--- config.mk ---
export PLATFORM = sky130hd
export DESIGN_NAME = udma_data_in_burst
export DESIGN_NICKNAME = d
export VERILOG_FILES = /design/src/udma_pkg.sv /design/src/word_fifo_if.sv /design/src/word_fifo.sv /design/src/udma_data_in_burst.sv
export SDC_FILE = /design/constraint.sdc
export NUM_CORES = 1
export LEC_CHECK = 0
export ABC_AREA = 0
export ABC_CLOCK_PERIOD_IN_PS = 4800
export BUFFER_PORTS_ARGS = -buffer_cell sky130_fd_sc_hd__buf_2
export CORE_UTILIZATION = 50
export CTS_BUF_LIST = sky130_fd_sc_hd__clkbuf_16
export DETAILED_ROUTE_END_ITERATION = 8
export PLACE_DENSITY = 0.67
export SYNTH_ARGS = -nofsm -noshare
export SYNTH_HDL_FRONTEND = slang
export SYNTH_SLANG_ARGS = --single-unit
--- constraint.sdc ---
create_clock -name clk_sys -period 4.8 [get_ports clk_sys]
set_clock_uncertainty 0.2 [all_clocks]
set_input_delay 0.48 -clock clk_sys [delete_from_list [all_inputs] [get_ports clk_sys]]
set_output_delay 0.48 -clock clk_sys [all_outputs]
set_load 0.005 [all_outputs]
--- src/udma_pkg.sv ---
package udma_pkg;

  // internal clock period, picoseconds
  localparam int CLK_PERIOD_PS = 40000;

  // number of selectable transfer modes and counter width
  localparam int MODE_COUNT = 7;
  localparam int CNT_W      = 8;

  // sender data valid setup before a strobe edge, per mode, picoseconds
  localparam int T_DVS_PS [0:6] = '{72900, 50900, 33900, 22600, 9500, 6000, 5200};
  // sender data valid hold after a strobe edge, per mode, picoseconds
  localparam int T_DVH_PS [0:6] = '{9000, 9000, 9000, 9000, 9000, 6000, 5200};
  // least spacing of strobe edges, per mode, picoseconds
  localparam int T_CYC_PS [0:6] = '{120000, 120000, 120000, 120000, 120000, 120000, 120000};
  // least delay from acknowledge to driving the strobe line, picoseconds
  localparam int T_ZIORDY_PS = 20000;
  // least delay from host ready to driving the data bus, picoseconds
  localparam int T_ZAD_PS    = 20000;

  // reset values of the link outputs
  localparam logic       DMARQ_RST  = 1'b0;
  localparam logic       STROBE_RST = 1'b1;
  localparam logic [15:0] DATA_RST  = 16'h0000;

  // least time to whole clock cycles, rounded up, never below one
  function automatic logic [CNT_W-1:0] cyc_min(input int ps);
    int c;
    c = (ps + CLK_PERIOD_PS - 1) / CLK_PERIOD_PS;
    if (c < 1)
    begin
      c = 1;
    end
    return c[CNT_W-1:0];
  endfunction : cyc_min

endpackage : udma_pkg

--- src/word_fifo_if.sv ---
`timescale 1ns/1ns
interface word_fifo_if #(parameter int WIDTH = 16);
  logic             wr_valid;
  logic             wr_ready;
  logic [WIDTH-1:0] wr_data;
  logic             rd_valid;
  logic             rd_ready;
  logic [WIDTH-1:0] rd_data;

  modport store (input wr_valid, wr_data, rd_ready, output wr_ready, rd_valid, rd_data);
  modport fill  (output wr_valid, wr_data, input wr_ready);
  modport drain (input rd_valid, rd_data, output rd_ready);
endinterface : word_fifo_if

--- src/word_fifo.sv ---
`timescale 1ns/1ns
module word_fifo #(
  parameter int WIDTH = 16,
  parameter int DEPTH = 16
) (
  // clock and reset
  input  logic         clk_sys,
  input  logic         rst_b,
  // both sides of the buffer
  word_fifo_if.store   port
);

  localparam int AW = $clog2(DEPTH);

  logic [WIDTH-1:0] mem_q [0:DEPTH-1];
  logic [AW:0]      wr_ptr_q;
  logic [AW:0]      rd_ptr_q;
  logic             full;
  logic             empty;

  // extra pointer bit tells full from empty
  assign empty        = (wr_ptr_q == rd_ptr_q);
  assign full         = (wr_ptr_q[AW-1:0] == rd_ptr_q[AW-1:0]) && (wr_ptr_q[AW] != rd_ptr_q[AW]);
  assign port.wr_ready = !full;
  assign port.rd_valid = !empty;
  assign port.rd_data  = mem_q[rd_ptr_q[AW-1:0]];

  // storage write
  always_ff @(posedge clk_sys)
  begin
    if (port.wr_valid && !full)
    begin
      mem_q[wr_ptr_q[AW-1:0]] <= port.wr_data;
    end
  end

  // pointers
  always_ff @(posedge clk_sys or negedge rst_b)
  begin
    if (!rst_b)
    begin
      wr_ptr_q <= '0;
      rd_ptr_q <= '0;
    end
    else
    begin
      if (port.wr_valid && !full)
      begin
        wr_ptr_q <= wr_ptr_q + 1'b1;
      end
      if (port.rd_ready && !empty)
      begin
        rd_ptr_q <= rd_ptr_q + 1'b1;
      end
    end
  end

endmodule : word_fifo

--- src/udma_data_in_burst.sv ---
`timescale 1ns/1ns
// Notes on behaviour
// - request held until first strobe negation
// - strobe driven after delay, kept until release
// - data driven only after host ready delay
// - first word placed when bus first driven
// - first strobe negation after data setup
// - lines meaningful only while request and acknowledge
// - each edge follows data setup; both edges
// - edges spaced by cycle time per mode
// - data held after edge, then repeat
// - edges stop quickly when ready negated
// - device pause withholds edges after first word
module udma_data_in_burst #(
  parameter int DEPTH = 16
) (
  // clock and reset
  input  logic        clk_sys,
  input  logic        rst_b,
  // user side word stream
  input  logic        in_valid,
  output logic        in_ready,
  input  logic [15:0] in_data,
  // user side control and status
  input  logic        burst_en,
  input  logic        pause_req,
  input  logic [2:0]  udma_mode,
  output logic        burst_active,
  // link pins from the host
  input  logic        dmack_b,
  input  logic        stop,
  input  logic        hdmardy_b,
  // link pins to the host, and the data bus input
  output logic        dmarq,
  output logic        dstrobe_out,
  output logic        dstrobe_oe,
  input  logic [15:0] dd_in,
  output logic [15:0] dd_out,
  output logic        dd_oe
);

  typedef enum logic [2:0] {
    IDLE        = 3'h0,
    REQUEST     = 3'h1,
    WAIT_ENV    = 3'h2,
    FIRST_DRIVE = 3'h3,
    RUN         = 3'h4,
    ENDING      = 3'h5
  } state_type;

  localparam int CW = udma_pkg::CNT_W;

  state_type          state_q;
  logic [2:0]         mode_q;
  logic [2:0]         pin_meta_q;
  logic [2:0]         pin_sync_q;
  logic               ack_on;
  logic               stop_on;
  logic               ready_on;
  logic               link_on;
  logic [CW-1:0]      gap_cnt_q;
  logic [CW-1:0]      dv_cnt_q;
  logic [CW-1:0]      edge_cnt_q;
  logic               loaded_q;
  logic               moved_q;
  logic               dmarq_q;
  logic               strobe_q;
  logic               strobe_oe_q;
  logic [15:0]        word_q;
  logic               dd_oe_q;
  logic [CW-1:0]      n_dvs;
  logic [CW-1:0]      n_dvh;
  logic [CW-1:0]      n_cyc;
  logic [CW-1:0]      n_ziordy;
  logic [CW-1:0]      n_zad;
  logic               load_word;
  logic               fire_edge;
  logic               take_first;

  word_fifo_if #(.WIDTH(16)) fifo ();

  // saturating count step
  function automatic logic [CW-1:0] sat_inc(input logic [CW-1:0] v);
    return (v == {CW{1'b1}}) ? v : v + 1'b1;
  endfunction : sat_inc

  ////////////////////////////////////////////////////////////////////////////////
  // buffer in the data path

  word_fifo #(
    .WIDTH (16),
    .DEPTH (DEPTH)
  ) u_fifo (
    .clk_sys (clk_sys),
    .rst_b   (rst_b),
    .port    (fifo.store)
  );

  assign fifo.wr_valid = in_valid;
  assign fifo.wr_data  = in_data;
  assign in_ready      = fifo.wr_ready;

  ////////////////////////////////////////////////////////////////////////////////
  // pin synchronisers, two flops each

  always_ff @(posedge clk_sys or negedge rst_b)
  begin
    if (!rst_b)
    begin
      pin_meta_q <= 3'h5;
      pin_sync_q <= 3'h5;
    end
    else
    begin
      pin_meta_q <= {hdmardy_b, stop, dmack_b};
      pin_sync_q <= pin_meta_q;
    end
  end

  // handshake lines take burst meaning only while both ends agree
  assign ack_on   = !pin_sync_q[0];
  assign link_on  = dmarq_q && ack_on;
  assign stop_on  = link_on && pin_sync_q[1];
  assign ready_on = link_on && !pin_sync_q[2];

  ////////////////////////////////////////////////////////////////////////////////
  // cycle counts, per mode for setup, hold and spacing

  always_comb
  begin
    n_dvs    = udma_pkg::cyc_min(udma_pkg::T_DVS_PS[mode_q]);
    n_dvh    = udma_pkg::cyc_min(udma_pkg::T_DVH_PS[mode_q]);
    n_cyc    = udma_pkg::cyc_min(udma_pkg::T_CYC_PS[mode_q]);
    n_ziordy = udma_pkg::cyc_min(udma_pkg::T_ZIORDY_PS);
    n_zad    = udma_pkg::cyc_min(udma_pkg::T_ZAD_PS);
  end

  ////////////////////////////////////////////////////////////////////////////////
  // word and edge decisions

  // first word goes out once the bus may be driven
  assign take_first = (state_q == FIRST_DRIVE) && (gap_cnt_q >= n_zad) && fifo.rd_valid;
  // next word replaces the strobed one after the hold time
  assign load_word  = (state_q == RUN) && !loaded_q && (edge_cnt_q >= n_dvh)
                      && fifo.rd_valid && !stop_on;
  assign fifo.rd_ready = take_first || load_word;
  // edge after setup and spacing, withheld on host or device pause
  assign fire_edge  = (state_q == RUN) && loaded_q && ready_on && !stop_on
                      && (dv_cnt_q >= n_dvs)
                      && (edge_cnt_q >= n_cyc)
                      && !(pause_req && moved_q);

  ////////////////////////////////////////////////////////////////////////////////
  // burst sequence

  always_ff @(posedge clk_sys or negedge rst_b)
  begin
    if (!rst_b)
    begin
      state_q <= IDLE;
      mode_q  <= 3'h0;
    end
    else
    begin
      case (state_q)
        IDLE:
        begin
          if (burst_en && fifo.rd_valid)
          begin
            state_q <= REQUEST;
            mode_q  <= (udma_mode > 3'h6) ? 3'h6 : udma_mode;
          end
        end
        REQUEST:
        begin
          if (ack_on)
          begin
            state_q <= WAIT_ENV;
          end
        end
        WAIT_ENV:
        begin
          if (!ack_on)
          begin
            state_q <= IDLE;
          end
          else if (strobe_oe_q && ready_on && !stop_on)
          begin
            state_q <= FIRST_DRIVE;
          end
        end
        FIRST_DRIVE:
        begin
          if (!ack_on)
          begin
            state_q <= IDLE;
          end
          else if (take_first)
          begin
            state_q <= RUN;
          end
        end
        RUN:
        begin
          if (!ack_on)
          begin
            state_q <= IDLE;
          end
          else if (stop_on && moved_q)
          begin
            state_q <= ENDING;
          end
        end
        ENDING:
        begin
          if (!ack_on)
          begin
            state_q <= IDLE;
          end
        end
        default:
        begin
          state_q <= IDLE;
        end
      endcase
    end
  end

  ////////////////////////////////////////////////////////////////////////////////
  // interval counters

  always_ff @(posedge clk_sys or negedge rst_b)
  begin
    if (!rst_b)
    begin
      gap_cnt_q  <= '0;
      dv_cnt_q   <= '0;
      edge_cnt_q <= '0;
    end
    else
    begin
      // time since acknowledge, then since host ready
      if ((state_q == REQUEST) || ((state_q == WAIT_ENV) && (state_q != FIRST_DRIVE)
          && ready_on && strobe_oe_q && !stop_on))
      begin
        gap_cnt_q <= '0;
      end
      else
      begin
        gap_cnt_q <= sat_inc(gap_cnt_q);
      end
      dv_cnt_q   <= (take_first || load_word) ? '0 : sat_inc(dv_cnt_q);
      edge_cnt_q <= take_first ? {CW{1'b1}} : (fire_edge ? '0 : sat_inc(edge_cnt_q));
    end
  end

  ////////////////////////////////////////////////////////////////////////////////
  // request line

  always_ff @(posedge clk_sys or negedge rst_b)
  begin
    if (!rst_b)
    begin
      dmarq_q <= udma_pkg::DMARQ_RST;
    end
    else if ((state_q == IDLE) && burst_en && fifo.rd_valid)
    begin
      dmarq_q <= 1'b1;
    end
    else if ((state_q == ENDING) || !burst_active)
    begin
      dmarq_q <= 1'b0;
    end
  end

  ////////////////////////////////////////////////////////////////////////////////
  // strobe line

  always_ff @(posedge clk_sys or negedge rst_b)
  begin
    if (!rst_b)
    begin
      strobe_q    <= udma_pkg::STROBE_RST;
      strobe_oe_q <= 1'b0;
      moved_q     <= 1'b0;
    end
    else if (!burst_active || ((state_q != REQUEST) && !ack_on))
    begin
      strobe_q    <= udma_pkg::STROBE_RST;
      strobe_oe_q <= 1'b0;
      moved_q     <= 1'b0;
    end
    else
    begin
      if ((state_q == WAIT_ENV) && (gap_cnt_q >= n_ziordy))
      begin
        strobe_oe_q <= 1'b1;
      end
      if (fire_edge)
      begin
        strobe_q <= !strobe_q;
        moved_q  <= 1'b1;
      end
      else if (state_q == ENDING)
      begin
        strobe_q <= 1'b1;
      end
    end
  end

  ////////////////////////////////////////////////////////////////////////////////
  // data bus

  always_ff @(posedge clk_sys or negedge rst_b)
  begin
    if (!rst_b)
    begin
      word_q   <= udma_pkg::DATA_RST;
      dd_oe_q  <= 1'b0;
      loaded_q <= 1'b0;
    end
    else
    begin
      if (take_first || load_word)
      begin
        word_q   <= fifo.rd_data;
        loaded_q <= 1'b1;
      end
      else if (fire_edge)
      begin
        loaded_q <= 1'b0;
      end
      if (take_first)
      begin
        dd_oe_q <= 1'b1;
      end
      else if ((state_q != RUN) || !ack_on || stop_on)
      begin
        dd_oe_q  <= 1'b0;
        loaded_q <= 1'b0;
      end
    end
  end

  assign burst_active = (state_q != IDLE);
  assign dmarq        = dmarq_q;
  assign dstrobe_out  = strobe_q;
  assign dstrobe_oe   = strobe_oe_q;
  assign dd_out       = word_q;
  assign dd_oe        = dd_oe_q;

endmodule : udma_data_in_burst

After elaboration in Yosys (flattened, before gate mapping)
Memories as Yosys holds them, arrays and structs flattened. A register that Yosys moved wholly into a read port is not among the register bits.
Cells that the tools add are included.
Cells by class
  mux-type cells: 44
  reductions and logical operators: 56
  div/mod/pow operators: 3
  magnitude comparators: 9
  bitwise logic cells: 1
  add/subtract/negate cells: 11
  eq/ne operators: 23
Operators by type and width (count)
  $mux W32: 6
  $add A32 B17 Y32 const B: 3
  $div A32 B17 Y32 const B: 3
  $lt A32 B2 Y1 const B: 3
  $sub A32 B2 Y32 const B: 3
  $mux W8: 10
  $logic_and A1 B1 Y1: 31
  $mux W3: 10
  $add A8 B1 Y8 const B: 3
  $eq A8 B8 Y1 const B: 3
  $ge A8 B8 Y1: 3
  $pmux W3 S6: 1
  $mux W1: 17
  $ne A3 B3 Y1 const B: 4
  $add A5 B1 Y5 const B: 2
  $logic_not A1 Y1: 10
  $ge A8 B1 Y1 const B: 1
  $ne A2 B2 Y1 const B: 4
  $reduce_bool A2 Y1: 4
  $eq A3 B2 Y1 const B: 2
  $eq A3 B3 Y1 const B: 2
  $logic_or A1 B1 Y1: 6
  $ne A3 B2 Y1 const B: 2
  $reduce_and A6 Y1: 1
  other kinds (12): 13
Storage, ports and cells
  output and inout bits: 22
  RAM bits: 256
  logic and storage cells: 166
  ROM bits: 768
  input port bits: 43
  memories kept: 4
  register bits after elaboration: 52
Memory list
  (no name shown): words 8, bits a word 32, read ports 1, clocked after memory_dff 0, write ports 0, line udma_data_in_burst.sv:133  | n_cyc = udma_pkg::cyc_min(udma_pkg::T_CYC_PS[mode_q]);
  (no name shown): words 8, bits a word 32, read ports 1, clocked after memory_dff 0, write ports 0, line udma_data_in_burst.sv:132  | n_dvh = udma_pkg::cyc_min(udma_pkg::T_DVH_PS[mode_q]);
  (no name shown): words 8, bits a word 32, read ports 1, clocked after memory_dff 0, write ports 0, line udma_data_in_burst.sv:131  | n_dvs = udma_pkg::cyc_min(udma_pkg::T_DVS_PS[mode_q]);
  u_fifo.mem_q: words 16, bits a word 16, read ports 1, clocked after memory_dff 1, write ports 1, line word_fifo.sv:15  | logic [WIDTH-1:0] mem_q [0:DEPTH-1];

Longest topological paths before layout
Gate-level depths: netlist of the first run.
  depth in word-level cells: 17
  depth in mapped cells: 17
  depth with buffers taken out: 15

By module
Synthesis of the first run repeated with hierarchy kept, for this count alone.
Unflattened totals
  cells, all modules: 821
  area total of the unflattened synthesis: 13671.9 sq um
Modules (own cells, without submodules)
  word_fifo: cells each 506, instances 1, seq. area each 7937.6 sq um, area an instance 10490.1 sq um
  udma_data_in_burst: cells each 315, instances 1, seq. area each 1457.6 sq um, area an instance 3181.8 sq um

Least setup slack after synthesis of the first run
No wires, ideal clock.
  path type: register -> register
  start: register mode_q[2]
  end: register strobe_q, in the netlist dstrobe_out
  arrival time: 3326 ps
  slack: 1180 ps
  clock period less this slack: 3620 ps
  buffers on the path: 1
  data required time: 4506 ps
  setup time: 94 ps
  cell stages (with the launch flop): 17
  cells stage by stage: dfrtp_1 > clkbuf_1 > nor2b_1 > ha_1 > nand2_1 > o31a_1 > a21boi_1 > or4_1 > o31ai_1 > o311ai_1 > ha_1 > nor2b_1 > o211ai_1 > o211a_1 > a21boi_2 > xnor2_1 > o211ai_1
On the way
  longest elaborated chain between the ends: 15
  elaborated cells on any way between the ends: 25
  classes of those cells: 4 x add/sub; 2 x div; 4 x order compare; 8 x mux; 1 x bitwise; 4 x reduce/logical; 2 x memory
Ends and longest elaborated chain
  start: declaration: line udma_data_in_burst.sv:54  | logic [2:0] mode_q;
  start signal: assignment: line udma_data_in_burst.sv:171  | mode_q <= (udma_mode > 3'h6) ? 3'h6 : udma_mode;
  $not A3 Y4 (implied by the code) *: line udma_data_in_burst.sv:131, udma_data_in_burst.sv:133
  $mem_v2 Z8 W32
  $mux W32 (implied by the code) (2 in series): line udma_data_in_burst.sv:131
  $add A32 B17 Y32: line udma_pkg.sv:29  | c = (ps + CLK_PERIOD_PS - 1) / CLK_PERIOD_PS;
  $sub A32 B2 Y32: line udma_pkg.sv:29
  $div A32 B17 Y32: line udma_pkg.sv:29
  $lt A32 B2 Y1: line udma_pkg.sv:30  | if (c < 1)
  $mux W8: line udma_pkg.sv:30
  $ge A8 B8 Y1: line udma_data_in_burst.sv:149  | && (dv_cnt_q >= n_dvs)
  $logic_and A1 B1 Y1: line udma_data_in_burst.sv:149
  $logic_and A1 B1 Y1 *: line udma_data_in_burst.sv:150  | && (edge_cnt_q >= n_cyc)
  $logic_and A1 B1 Y1 *: line udma_data_in_burst.sv:151  | && !(pause_req && moved_q);
  $mux W1: line udma_data_in_burst.sv:299  | if (fire_edge)
  $mux W1: line udma_data_in_burst.sv:287  | else if (!burst_active || ((state_q != REQUEST) && !ack_on))
  end signal: assignment: line udma_data_in_burst.sv:283  | strobe_q <= udma_pkg::STROBE_RST;
  end signal: assignment: line udma_data_in_burst.sv:289  | strobe_q <= udma_pkg::STROBE_RST;
  end signal: assignment: line udma_data_in_burst.sv:301  | strobe_q <= !strobe_q;
  end: declaration: line udma_data_in_burst.sv:67  | logic strobe_q;
Mark *: on every way between the ends. The rest lies on a longest branch, timed or not. The select of a mux whose other input is x is not followed.
A chain may end at the register's enable or synchronous reset.

Worst setup path in the final report of the first run
  start: register mode_q[0]
  end: register loaded_q
On the way
  longest elaborated chain between the ends: 17
  elaborated cells on any way between the ends: 39
  classes of those cells: 6 x add/sub; 3 x div; 6 x order compare; 13 x mux; 1 x bitwise; 7 x reduce/logical; 3 x memory
Ends and longest elaborated chain
  $not A3 Y4 (implied by the code) *: line udma_data_in_burst.sv:131, udma_data_in_burst.sv:132, udma_data_in_burst.sv:133
  $mem_v2 Z8 W32 (on tied branches)
  $mux W32 (on tied branches) (2 in series): line udma_data_in_burst.sv:131, udma_data_in_burst.sv:132
  $add A32 B17 Y32: line udma_pkg.sv:29
  $sub A32 B2 Y32: line udma_pkg.sv:29
  $div A32 B17 Y32: line udma_pkg.sv:29
  $lt A32 B2 Y1: line udma_pkg.sv:30
  $mux W8: line udma_pkg.sv:30
  $ge A8 B8 Y1 (on tied branches): line udma_data_in_burst.sv:149, udma_data_in_burst.sv:144
  $logic_and A1 B1 Y1 (on tied branches): line udma_data_in_burst.sv:149, udma_data_in_burst.sv:144
  $logic_and A1 B1 Y1 (on tied branches): line udma_data_in_burst.sv:150, udma_data_in_burst.sv:145
  $logic_and A1 B1 Y1 (on tied branches): line udma_data_in_burst.sv:151, udma_data_in_burst.sv:145
  $mux W1 / $logic_or A1 B1 Y1 (equally long branches): line udma_data_in_burst.sv:329, udma_data_in_burst.sv:324
  $mux W1 *: line udma_data_in_burst.sv:324  | if (take_first || load_word)
  $mux W1: line udma_data_in_burst.sv:337  | else if ((state_q != RUN) || !ack_on || stop_on)
  $mux W1 *: line udma_data_in_burst.sv:333  | if (take_first)
  end signal: assignment: line udma_data_in_burst.sv:327  | loaded_q <= 1'b1;
  end signal: assignment: line udma_data_in_burst.sv:331  | loaded_q <= 1'b0;
  end signal: assignment: line udma_data_in_burst.sv:340  | loaded_q <= 1'b0;
  end: declaration: line udma_data_in_burst.sv:64  | logic loaded_q;
Marked as above.

==> results of run 1 <==
-- sequential cells by signal, indices dropped and copies added, names as in the netlist, 3 cells and up --
| name | count |
|---|---|
| u_fifo.wr_ptr_q | 5 |
| edge_cnt_q | 8 |
| u_fifo.rd_ptr_q | 5 |
| mode_q | 3 |
| pin_sync_q | 3 |
| state_q | 3 |
| dd_out | 16 |
| pin_meta_q | 3 |
| gap_cnt_q | 8 |
| u_fifo.mem_q | 256 |
| dv_cnt_q | 8 |
-- layer usage --
layer | GRT usage | share of wire | vias to the layer above
li1 | - | - | 3294
met4 | 0.0650 | 0.022 | 0
met5 | 0 | 0 | -
met2 | 0.359 | 0.51 | 241
met1 | 0.281 | 0.42 | 3720
met3 | 0.0298 | 0.054 | 50
-- per-stage QoR --
| step | setup slack [ps] | instances | total power, mW | instance area, um2 | hold slack (ps) |
|---|---|---|---|---|---|
| 5_1_grt | 276 | 1227 | 9.44 | 15200 | 32.4 |
| 6_report | 562 | 1229 | 8.97 | 15200 | 41.7 |
| 3_5_place_dp | 672 | 1161 | 6.60 | 14100 | 149 |
| 4_1_cts | 643 | 1227 | 9.04 | 15200 | 21.6 |
| 2_1_floorplan | 1180 | 796 | 5.83 | 13500 | -15.6 |
| 3_3_place_gp | 887 | 1161 | 6.45 | 14100 | 143 |
-- worst paths after layout --
kind / start / endpoint / slack, ps / cells past startpoint
max: mode_q[0]$_DFFE_PN0P_ / loaded_q$_DFF_PN0_ / 560 / 15
min: udma_mode[2] / mode_q[2]$_DFFE_PN0P_ / 40 / 2
max reg2reg: mode_q[0]$_DFFE_PN0P_ / loaded_q$_DFF_PN0_ / 560 / 15
min reg2reg: pin_meta_q[0]$_DFF_PN1_ / pin_sync_q[0]$_DFF_PN1_ / 160 / 0
max in group asynchronous: rst_b / u_fifo.rd_ptr_q[0]$_DFFE_PN0P_ / 3210 / 2
min in group asynchronous: rst_b / pin_meta_q[1]$_DFF_PN0_ / 460 / 2
-- kinds of logic (layout without fill, tap and decap cells) --
group,after synthesis,in the layout,synth area share
and+or+nand+nor,162,162,0.0597
buffers and inverters,61,157,0.0218
adders and majority gates,20,20,0.0186
DFF,324,324,0.698
AOI/OAI and AO/OA,108,108,0.0549
other,0,2,0
muxes,97,97,0.131
xor gates and xnor gates,24,24,0.0156
-- power by group --
part	internal, mW	total (mW)	switching (mW)
Clock	1.39	2.43	1.04
Sequential	3.48	3.80	0.311
Combinational	1.24	2.75	1.51
-- area by class of cell --
cell class / count / area [um2]
fill: 1926 / 11000
sequential: 324 / 9400
multi-input combinational: 411 / 3810
clock buffer: 35 / 876
timing repair buffer: 73 / 440
tap: 335 / 419
clock inverter: 27 / 175
inverter: 22 / 82.6
antenna: 2 / 5.00
-- cells in the final DEF, fill, tap and decap left out, types with 8 or more instances in the layout --
| master | n |
|---|---|
| sky130_fd_sc_hd__edfxtp_1 | 256 |
| sky130_fd_sc_hd__dfrtp_1 | 61 |
| sky130_fd_sc_hd__mux4_2 | 56 |
| sky130_fd_sc_hd__nor2_1 | 51 |
| sky130_fd_sc_hd__buf_2 | 47 |
| sky130_fd_sc_hd__clkbuf_16 | 35 |
| sky130_fd_sc_hd__inv_1 | 32 |
| sky130_fd_sc_hd__nand2_1 | 30 |
| sky130_fd_sc_hd__o21ai_0 | 24 |
| sky130_fd_sc_hd__mux2i_1 | 22 |
| sky130_fd_sc_hd__buf_4 | 22 |
| sky130_fd_sc_hd__ha_1 | 20 |
| sky130_fd_sc_hd__a21oi_1 | 17 |
| sky130_fd_sc_hd__nand3_1 | 16 |
| sky130_fd_sc_hd__xnor2_1 | 14 |
| sky130_fd_sc_hd__a31oi_1 | 13 |
| sky130_fd_sc_hd__and3_1 | 12 |
| sky130_fd_sc_hd__mux2_2 | 11 |
| sky130_fd_sc_hd__xor2_1 | 10 |
| sky130_fd_sc_hd__nand2b_1 | 8 |
| sky130_fd_sc_hd__a32oi_1 | 8 |
==> Flow_metrics.wiki, run 1 <==
{| class="wikitable"
! Metric !! Value
|-
| Remaining antenna violation count after routing || 0
|-
| Number of global-route vias before repair || around 7.4k
|-
| Worst slew margin relative to its limit || 0.286
|-
| Power density of the placed cells || 590 nW/um2
|-
| Post-Syn Nets || 859
|-
| Critical path's largest stage delay || 540 ps
|-
| Number of CTS-inserted buffers || 34
|-
| Global-route wire length before repair || between 40000 and 50000 um
|-
| Global-route congestion overflow total || 0
|-
| Result of the run || finished, violations left
|-
| Fraction of final layout cells with drive strength greater than 1 || 0.229
|-
| Critical path cell sequence || inv_1 -> ha_1 -> nand2b_1 -> nand2b_1 -> a21boi_1 -> or4_1 -> o31ai_1 -> o311ai_1 -> ha_1 -> nor2b_1 -> o211ai_1 -> o211a_1 -> a21boi_2 -> o21a_1 -> o21ai_0
|-
| Antenna violations before repair || 0
|-
| Crit Path Max Fanout || 11
|-
| Max_cap viols || 0
|-
| Number of optimization iterations in the first detailed-route pass || 7
|-
| Initial standard-cell utilization of the core || 0.514
|-
| Average vias per placed instance || 5.94
|-
| Max-slew violations || 0
|-
| Worst path slowest cell || sky130_fd_sc_hd__dfrtp_1
|-
| Final period util || 0.883
|-
| Pin count of the biggest net entering global routing || 69
|-
| Post-cts repair resize count || 0
|-
| Total setup violations reported at the end of the flow || 0
|-
| Most common cell in the synthesized netlist || sky130_fd_sc_hd__edfxtp_1
|-
| Layout overhead on the synthesized area || 13.0%
|-
| Data arrival time of the critical path || 4400 ps
|-
| Clock latency reported for the late side of the worst-skew pair || roughly 500 ps
|-
| Synthesis-stage register bit count || 324
|-
| Worst hold path type || in2reg
|-
| Number of warnings printed during yosys synthesis || 0
|-
| Full die area || roughly 28000 um2
|-
| Dominant synthesized flop cell || sky130_fd_sc_hd__edfxtp_1
|-
| Number of rows in the core area || ~60
|-
| Clock buffer depth || 3
|-
| Final setup TNS || 0 ps
|-
| Sequential-to-total area share from yosys stat || 0.698
|-
| Cell accounting for the most synthesized area || sky130_fd_sc_hd__edfxtp_1
|-
| Root buf cell || sky130_fd_sc_hd__clkbuf_16
|-
| Final hold violations || 0
|-
| Final Critical Period || 4240 ps
|-
| # H-tree levels || 2
|-
| Number of distinct standard cells referenced by the synthesized netlist || 63
|-
| Sinks on Clock Net || 324
|-
| Post-CTS setup buffers || 0
|-
| Hold buffer count at CTS || 4
|-
| Post-synthesis average cell area || 16.9 um2
|-
| X dimension of the die || 166 um
|-
| Core region area || between 20000 and 30000 um2
|-
| Worst Path Required || a little under 5000 ps
|-
| Failing checks || design-rule violations
|-
| Routability-driven placement congestion ratio || approximately 0.86
|-
| All-layer global routing usage || 0.210
|-
| Clock-pin slew on the worst setup and hold paths || 60 ps
|-
| Number of enable-type register cells in the synthesized netlist || 256
|-
| Proportion of synthesized flip-flops having asynchronous set or reset || 0.210
|-
| Kind of end point of the critical path || flop
|-
| Top cells by area in the synthesized netlist || sky130_fd_sc_hd__edfxtp_1, sky130_fd_sc_hd__dfrtp_1, sky130_fd_sc_hd__mux4_2
|-
| Kind of critical path || reg2reg
|-
| Area fraction of the dominant cell type after synthesis || 0.571
|-
| Number of instances in the synthesized netlist || 796
|-
| FMAX || 0.236 GHz
|-
| CTS tree || done
|-
| Vertical extent of the die || ~170 um
|-
| Estimated wirelength of the detail-placed design || 16800 um
|-
| Most common library cells after synthesis || sky130_fd_sc_hd__edfxtp_1, sky130_fd_sc_hd__dfrtp_1, sky130_fd_sc_hd__mux4_2, sky130_fd_sc_hd__nor2_1, sky130_fd_sc_hd__nand2_1
|-
| VDD IR max || 0.271 mV
|-
| Synth Cell Area || 13500 um2
|-
| Critical path buffers and inverters || 1
|-
| Remaining DRCs || 10
|-
| Nature of the critical path startpoint || flop
|-
| I/O Buffers || 48
|-
| Routed WL per cell || 22.9 um
|-
| Nets || 929
|-
| Measured slew at the worst slew-check pin || about 1100 ps
|-
| Leakage || 5.41 nW
|-
| Final core utilization || 0.580
|-
| Dominant delay contributor by cell family on the critical path || compound AO/OA/AOI/OAI gates
|-
| Starting DRT DRC Count || 921
|-
| IO Count || 65
|-
| Final Routed Wirelength || 28200 um
|-
| Vias post-DR || roughly 7.3k
|-
| RSZ-0062 raised after global routing || no
|}
Power figures use the tool's default switching activity.
==> run 2, diff against run 1 <==
==> constraint.sdc (replaced) <==
create_clock -name clk_sys -period 4.8 [get_ports clk_sys]
set_clock_uncertainty 0.2 [all_clocks]
set_input_delay 0.96 -clock clk_sys [delete_from_list [all_inputs] [get_ports clk_sys]]
set_output_delay 0.96 -clock clk_sys [all_outputs]
set_load 0.005 [all_outputs]
==> run 2 against run 1 <==
Effect of this change: the flow still finishes with violations (design-rule violations); final cell count shrank 0.33%; non-clock buffer count down 4; setup slack improved by 56 ps; global-route usage decreased by 0.084 points; combinational power barely moved; register-to-register slack gained 60 ps; fmax is 1.3% higher; routed wire length shrank 1.2%; clock power grew 12%; power is 3.2% higher; sequential share of layout area is 0.39 points lower; core utilization increased by 0.37 points; largest cell class unchanged.
==> Flow_metrics.wiki, run 2 (synthesis results as in run 1) <==
{| class="wikitable"
! Metric !! Value
|-
| Clock buffer depth || 3
|-
| Setup slack, reg-to-reg || 620 ps
|-
| Routability-driven placement congestion ratio || between 0.8 and 0.9
|-
| FMAX || 0.239 GHz
|-
| Crit Path Max Fanout || 11
|-
| Root buf cell || sky130_fd_sc_hd__clkbuf_16
|-
| Sinks on Clock Net || 324
|-
| X dimension of the die || 166 um
|-
| Launch point of the critical path || mode_q[0]$_DFFE_PN0P_
|-
| Most common cell after layout, fill and taps aside || sky130_fd_sc_hd__edfxtp_1
|-
| Number of rows in the core area || approximately 60
|-
| Global-route wire length before repair || ~44000 um
|-
| Global-route congestion overflow total || 0
|-
| Pin count of the biggest net entering global routing || 69
|-
| Hold buffer count at CTS || 0
|-
| Nets || 926
|-
| Number of CTS-inserted buffers || 35
|-
| CTS tree || done
|-
| All-layer global routing usage || 0.209
|-
| Kind of critical path || reg2reg
|-
| Remaining DRCs || 10
|-
| Core region area || 26200 um2
|-
| Final Routed Wirelength || 27800 um
|-
| Critical Path End || loaded_q$_DFF_PN0_
|-
| Fin worst setup slack || 617 ps
|-
| Total setup violations reported at the end of the flow || 0
|-
| Leakage || 5.45 nW
|-
| Average vias per placed instance || 6.02
|-
| Number of cells traversed by the worst register-to-register path || 15
|-
| Post-cts repair resize count || 0
|-
| Final hold violations || 0
|-
| Nature of the critical path startpoint || flop
|-
| Final setup TNS || 0 ps
|-
| Worst Path Required || just under 5000 ps
|-
| Full die area || 27600 um2
|-
| Kind of end point of the critical path || flop
|-
| Final Critical Period || 4180 ps
|-
| Pre-CTS setup slack || 686 ps
|-
| Endpoint of the most critical register-to-register path || loaded_q$_DFF_PN0_
|-
| Routed WL per cell || 22.7 um
|-
| VDD IR max || approximately 0.33 mV
|-
| Clock-pin slew on the worst setup and hold paths || 60 ps
|-
| Failing checks || design-rule violations
|-
| Estimated wirelength of the detail-placed design || 16500 um
|-
| Dpl cell area || 14100 um2
|-
| Total chip power || 9.26 mW
|-
| Layout overhead on the synthesized area || 13.7%
|-
| Data arrival time of the critical path || 4340 ps
|-
| Result of the run || finished, violations left
|-
| Max reg flops || 256
|-
| Final design area excluding fillers || approximately 15000 um2
|-
| IO Count || 65
|-
| Final period util || 0.871
|-
| Fraction of final layout cells with drive strength greater than 1 || 0.241
|-
| Starting DRT DRC Count || 825
|-
| Commonest cells after routing, fill and taps aside || sky130_fd_sc_hd__edfxtp_1, sky130_fd_sc_hd__dfrtp_1, sky130_fd_sc_hd__mux4_2
|-
| Max-slew violations || 0
|-
| Hold_ws || 156 ps
|-
| Worst slew margin relative to its limit || 0.247
|-
| # H-tree levels || 2
|-
| Max_cap viols || 0
|-
| Startpoint of the lowest-slack register-to-register path || mode_q[0]$_DFFE_PN0P_
|-
| Post-CTS setup buffers || 0
|-
| Number of global-route vias before repair || 7565
|-
| Antenna violations before repair || 0
|-
| Vias post-DR || about 7.4k
|-
| Number of optimization iterations in the first detailed-route pass || 9
|-
| Initial standard-cell utilization of the core || 0.514
|-
| Remaining antenna violation count after routing || 0
|-
| Worst hold path type || reg2reg
|-
| Vertical extent of the die || 166 um
|-
| I/O Buffers || between 40 and 50
|-
| Power density of the placed cells || slightly above 600 nW/um2
|-
| RSZ-0062 raised after global routing || no
|-
| Measured slew at the worst slew-check pin || 1120 ps
|-
| Clock latency reported for the late side of the worst-skew pair || 510 ps
|}
run 2: changes by cell type in the layout (fill, tap and decap cells not counted), sizes merged:
cell | previous run | this run
clkinv | 13 | 17
diode | 2 | 1
inv | 33 | 26
clkinvlp | 2 | 1
bufinv | 1 | 6
dlygate4sd3 | 4 | 0
run 2: how the worst min path moves through the flow:
| stage | cells past startpoint | endpoint | slack, ps | startpoint |
|---|---|---|---|---|
| 2_1_floorplan | 0 | pin_sync_q[1]$_DFF_PN0_ | 130 | pin_meta_q[1]$_DFF_PN0_ |
| 3_3_place_gp | 0 | pin_sync_q[1]$_DFF_PN0_ | 140 | pin_meta_q[1]$_DFF_PN0_ |
| 3_5_place_dp | 0 | pin_sync_q[1]$_DFF_PN0_ | 140 | pin_meta_q[1]$_DFF_PN0_ |
| 4_1_cts | 0 | pin_sync_q[0]$_DFF_PN1_ | 160 | pin_meta_q[0]$_DFF_PN1_ |
| 5_1_grt | 0 | pin_sync_q[0]$_DFF_PN1_ | 160 | pin_meta_q[0]$_DFF_PN1_ |
| 6_report | 0 | pin_sync_q[0]$_DFF_PN1_ | 160 | pin_meta_q[0]$_DFF_PN1_ |
run 2: area by class of cell:
type / count / area, um2
Clock inverter: 28 / 314
Tap cell: 335 / 419
Antenna cell: 1 / 2.50
Inverter: 22 / 82.6
Clock buffer: 35 / 876
Multi-Input combinational cell: 411 / 3810
Timing Repair Buffer: 69 / 400
Sequential cell: 324 / 9400
Fill cell: 1931 / 10900
run 2: per-layer routing:
layer  GRT usage  part of all wire  vias to the layer above
li1            -                 -                     3268
met1       0.289              0.44                     3845
met2       0.349              0.50                      218
met3      0.0336             0.049                       40
met4      0.0528             0.016                        0
met5           0                 0                        -
run 2: worst max-delay path, cell delays in order, from the launching register on:
cell and delay [ps]:
sky130_fd_sc_hd__dfrtp_1 540, sky130_fd_sc_hd__inv_1 170, sky130_fd_sc_hd__ha_1 440, sky130_fd_sc_hd__nand2b_1 160, sky130_fd_sc_hd__nand2b_1 160, sky130_fd_sc_hd__a21boi_1 70, sky130_fd_sc_hd__or4_1 510, sky130_fd_sc_hd__o31ai_1 270
sky130_fd_sc_hd__o311ai_1 140, sky130_fd_sc_hd__ha_1 290, sky130_fd_sc_hd__nor2b_1 40, sky130_fd_sc_hd__o211ai_1 210, sky130_fd_sc_hd__o211a_1 210, sky130_fd_sc_hd__a21boi_2 400, sky130_fd_sc_hd__o21a_1 160, sky130_fd_sc_hd__o21ai_0 70
run 2: report_power, final:
| group | switching, mW | total (mW) | leakage, nW | internal (mW) |
|---|---|---|---|---|
| sequential | 0.316 | 3.80 | 3.13 | 3.48 |
| clock | 1.07 | 2.73 | 0.600 | 1.67 |
| combinational | 1.49 | 2.73 | 1.72 | 1.24 |
run 2: per-stage QoR:
stage | utilization | instances
final | 0.584 | 1225
after CTS | 0.584 | 1224
after global routing | 0.584 | 1224
after floorplan | - | 796
after global placement | 0.538 | 1161
after detailed placement | 0.538 | 1161
